$ cat src/rtl/gsi2c_defs.svh
`ifndef GSI2C_DEFS_SVH
`define GSI2C_DEFS_SVH
// target address and pointer locations
`define GSI2C_TARGET_ADDR 7'h32
`define GSI2C_PTR_RESET 8'h00
`define GSI2C_SCRATCH_FIRST 8'h88
`define GSI2C_SCRATCH_LAST 8'h8b
`define GSI2C_SCRATCH_RESET 8'h00
`define GSI2C_SCRATCH_COUNT 4
// bus rates in kHz and core clock in kHz
`define GSI2C_STD_KHZ 100
`define GSI2C_FAST_KHZ 400
`define GSI2C_CLK_KHZ 25000
// core cycles per fast-mode scl period
`define GSI2C_FAST_CYC (`GSI2C_CLK_KHZ / `GSI2C_FAST_KHZ)
`endif

$ cat src/rtl/gsi2c_pkg.sv
`default_nettype none
package gsi2c_pkg;
	typedef enum logic [6:0] {
		GSI2C_IDLE = 7'h01,
		GSI2C_ADDR = 7'h02,
		GSI2C_AACK = 7'h04,
		GSI2C_WRB = 7'h08,
		GSI2C_WACK = 7'h10,
		GSI2C_RDB = 7'h20,
		GSI2C_RACK = 7'h40
	} gsi2c_state_t;
endpackage
`default_nettype wire

$ cat src/rtl/gsi2c_port.sv
`include "gsi2c_defs.svh"
`default_nettype none
module gsi2c_port import gsi2c_pkg::*; (
	// clock and reset
	input wire logic clock,
	input wire logic resetn,
	// i2c pins, open drain
	input wire logic scl_in,
	output logic scl_out,
	output logic scl_oe,
	input wire logic sda_in,
	output logic sda_out,
	output logic sda_oe,
	// status
	output logic [7:0] pointer,
	output logic busy
);
	// three-stage input synchronisers
	logic [2:0] scl_sync_reg;
	logic [2:0] sda_sync_reg;
	logic scl_reg, sda_reg;
	logic scl_next, sda_next;
	always_ff @(posedge clock or negedge resetn) begin
		if (!resetn) begin
			scl_sync_reg <= 3'h7;
			sda_sync_reg <= 3'h7;
		end else begin
			scl_sync_reg <= {scl_sync_reg[1:0], scl_in};
			sda_sync_reg <= {sda_sync_reg[1:0], sda_in};
		end
	end

	// filtered levels change when stages two and three agree
	always_comb begin
		scl_next = scl_reg;
		sda_next = sda_reg;
		if (scl_sync_reg[1] == scl_sync_reg[2])
			scl_next = scl_sync_reg[2];
		if (sda_sync_reg[1] == sda_sync_reg[2])
			sda_next = sda_sync_reg[2];
	end

	always_ff @(posedge clock or negedge resetn) begin
		if (!resetn) begin
			scl_reg <= 1'b1;
			sda_reg <= 1'b1;
		end else begin
			scl_reg <= scl_next;
			sda_reg <= sda_next;
		end
	end

	// bus events from filtered levels, 62 cycles per fast scl period
	logic scl_rise, scl_fall, start_ev, stop_ev;
	assign scl_rise = scl_next & ~scl_reg;
	assign scl_fall = ~scl_next & scl_reg;
	assign start_ev = scl_reg & scl_next & sda_reg & ~sda_next;
	assign stop_ev = scl_reg & scl_next & ~sda_reg & sda_next;

	// scratch decode used for read and write
	function automatic logic is_scratch(input logic [7:0] a);
		is_scratch = (a >= `GSI2C_SCRATCH_FIRST) && (a <= `GSI2C_SCRATCH_LAST);
	endfunction

	// register space storage
	logic [7:0] scratch_reg [`GSI2C_SCRATCH_COUNT];
	logic [7:0] scratch_next [`GSI2C_SCRATCH_COUNT];

	// protocol state
	gsi2c_state_t state_reg, state_next;
	logic [7:0] shift_reg, shift_next;
	logic [3:0] bitcnt_reg, bitcnt_next;
	logic [7:0] ptr_reg, ptr_next;
	logic first_reg, first_next;
	logic sda_low_reg, sda_low_next;
	logic nack_reg, nack_next;

	// register read mux
	logic [7:0] rd_data;
	always_comb begin
		rd_data = 8'h00;
		if (is_scratch(ptr_reg))
			rd_data = scratch_reg[ptr_reg[1:0]];
	end

	always_comb begin
		state_next = state_reg;
		shift_next = shift_reg;
		bitcnt_next = bitcnt_reg;
		ptr_next = ptr_reg;
		first_next = first_reg;
		sda_low_next = sda_low_reg;
		nack_next = nack_reg;
		for (int i = 0; i < `GSI2C_SCRATCH_COUNT; i++)
			scratch_next[i] = scratch_reg[i];
		if (start_ev) begin
			state_next = GSI2C_ADDR;
			bitcnt_next = 4'h0;
			sda_low_next = 1'b0;
		end else if (stop_ev) begin
			state_next = GSI2C_IDLE;
			sda_low_next = 1'b0;
		end else begin
			case (state_reg)
				GSI2C_IDLE: begin
					sda_low_next = 1'b0;
				end
				GSI2C_ADDR: begin
					if (scl_rise) begin
						shift_next = {shift_reg[6:0], sda_reg};
						bitcnt_next = bitcnt_reg + 4'h1;
					end else if (scl_fall && bitcnt_reg == 4'h8) begin
						if (shift_reg[7:1] == `GSI2C_TARGET_ADDR) begin
							state_next = GSI2C_AACK;
							sda_low_next = 1'b1;
							first_next = 1'b1;
						end else begin
							state_next = GSI2C_IDLE;
						end
					end
				end
				GSI2C_AACK: begin
					if (scl_fall) begin
						bitcnt_next = 4'h0;
						if (shift_reg[0]) begin
							// read starts wherever the pointer stands
							state_next = GSI2C_RDB;
							shift_next = rd_data;
							sda_low_next = ~rd_data[7];
						end else begin
							state_next = GSI2C_WRB;
							sda_low_next = 1'b0;
						end
					end
				end
				GSI2C_WRB: begin
					if (scl_rise) begin
						shift_next = {shift_reg[6:0], sda_reg};
						bitcnt_next = bitcnt_reg + 4'h1;
					end else if (scl_fall && bitcnt_reg == 4'h8) begin
						state_next = GSI2C_WACK;
						sda_low_next = 1'b1;
						if (first_reg) begin
							ptr_next = shift_reg;
							first_next = 1'b0;
						end else begin
							if (is_scratch(ptr_reg))
								scratch_next[ptr_reg[1:0]] = shift_reg;
							ptr_next = ptr_reg + 8'h01;
						end
					end
				end
				GSI2C_WACK: begin
					if (scl_fall) begin
						state_next = GSI2C_WRB;
						bitcnt_next = 4'h0;
						sda_low_next = 1'b0;
					end
				end
				GSI2C_RDB: begin
					if (scl_rise) begin
						bitcnt_next = bitcnt_reg + 4'h1;
					end else if (scl_fall) begin
						if (bitcnt_reg == 4'h8) begin
							state_next = GSI2C_RACK;
							sda_low_next = 1'b0;
							ptr_next = ptr_reg + 8'h01;
						end else begin
							shift_next = {shift_reg[6:0], 1'b0};
							sda_low_next = ~shift_reg[6];
						end
					end
				end
				GSI2C_RACK: begin
					if (scl_rise) begin
						nack_next = sda_reg;
					end else if (scl_fall) begin
						bitcnt_next = 4'h0;
						if (nack_reg) begin
							state_next = GSI2C_IDLE;
						end else begin
							state_next = GSI2C_RDB;
							shift_next = rd_data;
							sda_low_next = ~rd_data[7];
						end
					end
				end
				default: begin
					state_next = GSI2C_IDLE;
					sda_low_next = 1'b0;
				end
			endcase
		end
	end

	// protocol registers
	always_ff @(posedge clock or negedge resetn) begin
		if (!resetn) begin
			state_reg <= GSI2C_IDLE;
			shift_reg <= 8'h00;
			bitcnt_reg <= 4'h0;
			ptr_reg <= `GSI2C_PTR_RESET;
			first_reg <= 1'b0;
			sda_low_reg <= 1'b0;
			nack_reg <= 1'b0;
		end else begin
			state_reg <= state_next;
			shift_reg <= shift_next;
			bitcnt_reg <= bitcnt_next;
			ptr_reg <= ptr_next;
			first_reg <= first_next;
			sda_low_reg <= sda_low_next;
			nack_reg <= nack_next;
		end
	end

	// scratch bytes, one register each
	for (genvar g = 0; g < `GSI2C_SCRATCH_COUNT; g++) begin : g_scr
		always_ff @(posedge clock or negedge resetn) begin
			if (!resetn)
				scratch_reg[g] <= `GSI2C_SCRATCH_RESET;
			else
				scratch_reg[g] <= scratch_next[g];
		end
	end

	// open-drain drive; scl is never stretched
	assign scl_out = 1'b0;
	assign scl_oe = 1'b0;
	assign sda_out = 1'b0;
	assign sda_oe = sda_low_reg;
	assign pointer = ptr_reg;
	assign busy = (state_reg != GSI2C_IDLE);
endmodule
`default_nettype wire

$ cat config.mk
export PLATFORM = sky130hd
export DESIGN_NAME = gsi2c_port
export DESIGN_NICKNAME = d
export VERILOG_FILES = /design/src/rtl/gsi2c_pkg.sv /design/src/rtl/gsi2c_port.sv
export VERILOG_INCLUDE_DIRS = /design/src /design/src/rtl
export SDC_FILE = /design/constraint.sdc
export NUM_CORES = 1
export LEC_CHECK = 0
export ABC_AREA = 1
export BUFFER_PORTS_ARGS = -buffer_cell sky130_fd_sc_hd__buf_2
export CAP_MARGIN = 20
export CORE_MARGIN = 2
export CORE_UTILIZATION = 57
export CTS_CLUSTER_SIZE = 25
export DETAILED_ROUTE_END_ITERATION = 10
export PLACE_DENSITY = 0.74
export REMOVE_ABC_BUFFERS = 1
export SYNTH_ARGS = -nofsm -noshare
export SYNTH_HDL_FRONTEND = slang
export SYNTH_SLANG_ARGS = --single-unit
$ cat constraint.sdc
create_clock -name clock -period 4.52 [get_ports clock]
set_input_delay 0.226 -clock clock [delete_from_list [all_inputs] [get_ports clock]]
set_output_delay 0.226 -clock clock [all_outputs]
set_load 0.03 [all_outputs]
==> qor.tcl <==
set qor(run_status) {finished clean}
set qor(postCtsSetupBuffers) 0
set qor(worst-path-max-fanout) 21
set qor(setup.worst_path.class) {flop to flop}
set qor(drt_wl_total_mm) 10.4
set qor(overall_die_area_um2) 8260
set qor(tritoncts_buffer_count) 9
set qor(cp_data_required_time_ns) 4.76
set qor(grt.total_usage) 0.273
set qor(grt_pass1_vias) 3830
set qor(crit_share_post_route) 0.520
set qor(max_freq_mhz) 426
set qor(layout_min_cycle_time_ns) 2.35
set qor(classification_of_the_worst_slack_hold_path) {flop to flop}
set qor(tightest_slew_ns) 0.758
set qor(crit_path_cell_chain) {clkinv_1, ha_1, nand2_1, o21ai_0, nand2_1, o21ai_0}
set qor(fin_worst_skew_ns) 0.0110
set qor(synth-edff-count) 0
set qor(ctsRootBufferMaster) {sky130_fd_sc_hd__clkbuf_8}
set qor(synth.ff_latch_count) 70
set qor(p_leak_nw) 2.34
set qor(design.core.area_um2) 7290
set qor(antennaDiodeCount) 0
set qor(post_drt_wl_per_cell_um) 14.2
set qor(worst-path-buf-inv) 1
set qor(cpLargestDelayFamily) {flip-flops}
set qor(timing.final.setup_violations) 0
set qor(max_cap_violations) 0
set qor(cts-resized-gates) 0
set qor(clock_sinks) 70
set qor(finalHoldWorstSlack_ns) 0.360
set qor(dp_worst_setup_slack_ns) 2.24
set qor(swShare) 0.274
set qor(synth_largest_area_cell) {sky130_fd_sc_hd__dfrtp_1}
set qor(drt.antenna.violating_nets) 0
set qor(drv_slew) 0
set qor(dp.final_hpwl_mm) 7.29
set qor(number_of_buffer_cells_added_on_primary_ports) 13
set qor(synth_area_leaders) {sky130_fd_sc_hd__dfrtp_1 (35%), sky130_fd_sc_hd__nand2_1 (20%), sky130_fd_sc_hd__inv_1 (6.9%), sky130_fd_sc_hd__nand3_1 (6.6%), sky130_fd_sc_hd__dfstp_2 (5.5%)}
set qor(synth_most_common_cell) {sky130_fd_sc_hd__nand2_1}
set qor(detailedRoute.firstIterationViolations) 372
set qor(top_level_ports) 17
set qor(grt_antenna_before_repair) 0
set qor(worst_setup_margin_ns) 2.17
set qor(finalHoldViolCount) 0
set qor(synth-async-reset-ratio) 1.00
set qor(dr.pass1.iters) 5
set qor(worst_slew_margin_rel) 0.495
set qor(drive_above_1_share) 0.104
set qor(clock_latency_ns) 0.37
set qor(timing.critical_path.slowest_stage_cell) {sky130_fd_sc_hd__dfrtp_1}
set qor(grt_first_pass_wirelength_mm) 18.1
set qor(power.share.combinational) 0.099
set qor(htreeDepth) 3
set qor(timing.critical_path.arrival_ns) 2.59
set qor(clk_pin_slew_worst_paths_ns) 0.08
set qor(std_cell_rows) 31
set qor(number_of_flip_flops_in_the_largest_register) 32
set qor(clock_power_share) 0.423
set qor(grt_remaining_overflow) 0
set qor(final_nets) 637
set qor(worst_ir_drop_vdd_mv) 0.174
set qor(yosys.cell_types.count) 38
set qor(number_of_buffers_on_the_longest_clock_path) 2
set qor(cts_tree) {done}
set qor(yosys_most_used_dff) {sky130_fd_sc_hd__dfrtp_1}
set qor(drc_errors) 0
set qor(timing.critical_path.from_type) {flop}
set qor(gp_congestion) 0.904
set qor(die_h_um) 90.9
set qor(seq_power_share) 0.478
set qor(part_of_the_yosys_area_used_for_sequential_elements) 0.410
set qor(setup_total_negative_slack_ns) 0
set qor(synth_area_um2) 4300
set qor(vias_per_cell) 5.40
set qor(flow.area_growth_from_synthesis_pct) 7.50
set qor(powerDensity_nw_per_um2) 296
set qor(timing.critical_path.slowest_cell_delay_ns) 0.76
set qor(gate_count_post_synth) 617
set qor(critPathCaptureType) {flop}
set qor(power_switching_w) 0.000375
set qor(synth_common_cells) {sky130_fd_sc_hd__nand2_1 (227), sky130_fd_sc_hd__inv_1 (79), sky130_fd_sc_hd__dfrtp_1 (61)}
set qor(grt_max_degree) 39
set qor(internal_power_w) 0.000993
set qor(postSynthAreaPerCell_um2) 6.97
set qor(vias) 3949
set qor(die_w_um) 90.9
set qor(yosysTopAreaCellShare) 0.355
set qor(initial_standard_cell_utilization_of_the_core) 0.590
set qor(rsz0062_at_grt) {false}
set qor(yosys_warnings) 0
## path summary, 6_finish.rpt
kind / cells after the start / to / slack [ns] / startpoint
worst max-delay path: 6 / pointer[1] / 2.17 / pointer[0]
worst min-delay path: 0 / scl_sync_reg[1] / 0.36 / scl_sync_reg[0]
worst max register to register: 6 / pointer[1] / 2.17 / pointer[0]
worst min register to register: 0 / scl_sync_reg[1] / 0.36 / scl_sync_reg[0]
max in group asynchronous: 3 / sda_reg / 3.08 / resetn
min in group asynchronous: 2 / scratch_reg[8] / 0.46 / resetn
## power groups by stage
stage	clock network, W	logic (W)	registers [W]
global placement	0	0.000131	0.000665
detailed placement	0	0.000134	0.000666
global route	0.000602	0.000154	0.000655
finish	0.000579	0.000136	0.000654
CTS	0.000584	0.000136	0.000654
floorplan	0	0.0000912	0.000664
## routing by layer
metal  GRT usage  wire [µm]
met3      0.0659        660
met4      0.0922        184
met5           0          0
met1       0.387       4920
met2       0.413       4640
## cell families (layout without fill, tap and decap cells)
group,Yosys count,in the layout,share of synthesized area
buffers and inverters,101,114,0.102
XOR/XNOR,5,5,0.0102
flip-flops,70,70,0.410
AO/OA/AOI/OAI,78,78,0.101
adder cells (fa/ha/maj),6,6,0.0175
other,1,3,0.000872
AND/OR/NAND/NOR,356,356,0.359
## worst register-to-register path, cell delays in order (launching register included)
cell and delay, ns:
sky130_fd_sc_hd__dfrtp_1 0.76, sky130_fd_sc_hd__clkinv_1 0.66, sky130_fd_sc_hd__ha_1 0.50, sky130_fd_sc_hd__nand2_1 0.06
sky130_fd_sc_hd__o21ai_0 0.09, sky130_fd_sc_hd__nand2_1 0.09, sky130_fd_sc_hd__o21ai_0 0.08
## cells in the final DEF, fill, tap and decap left out, types with 2 or more instances in the layout
cell type                       instances
sky130_fd_sc_hd__o211ai_1               2
sky130_fd_sc_hd__xor2_1                 3
sky130_fd_sc_hd__nor2_1                48
sky130_fd_sc_hd__conb_1                 3
sky130_fd_sc_hd__nand3_2                2
sky130_fd_sc_hd__o21ai_0               24
sky130_fd_sc_hd__or2_2                  2
sky130_fd_sc_hd__dfstp_2                9
sky130_fd_sc_hd__o21ai_1               25
sky130_fd_sc_hd__nand4_1                3
sky130_fd_sc_hd__nand3_4                4
sky130_fd_sc_hd__nor2_4                 2
sky130_fd_sc_hd__dlygate4sd3_1          3
sky130_fd_sc_hd__inv_1                 79
sky130_fd_sc_hd__bufinv_16              2
sky130_fd_sc_hd__xnor2_1                2
sky130_fd_sc_hd__nor2_2                 4
sky130_fd_sc_hd__dfrtp_1               61
sky130_fd_sc_hd__nand3_1               57
sky130_fd_sc_hd__o21ai_2                8
sky130_fd_sc_hd__nand2_1              227
sky130_fd_sc_hd__nand2_2                3
sky130_fd_sc_hd__clkbuf_8               9
sky130_fd_sc_hd__clkinv_4               2
sky130_fd_sc_hd__buf_2                 13
sky130_fd_sc_hd__ha_1                   6
sky130_fd_sc_hd__a21oi_1               14
## per-stage QoR
step	std cells	area, µm²	utilization	power, W
finish	731	4620	0.634	0.00137
global route	731	4620	0.634	0.00141
CTS	731	4620	0.634	0.00137
detailed placement	712	4370	0.600	0.000800
global placement	712	4370	0.600	0.000796
floorplan	599	4180	-	0.000756
## timing repair
item | CTS | global route
endpoints found under the hold margin | 33 | 0
endpoints found under the setup margin | 0 | 0
hold buffers | 3 | 0
## cell type report
type                    instances  area [µm²]
fillers                       712        2670
multi-input cells             448        2110
flip-flops and latches         70        1760
inverters                      81         304
clock buffers                  10         128
well taps                      99         124
repair buffers                 17         103
clock inverters                 6        93.8
Note: power is estimated with default switching activity, not from simulation.
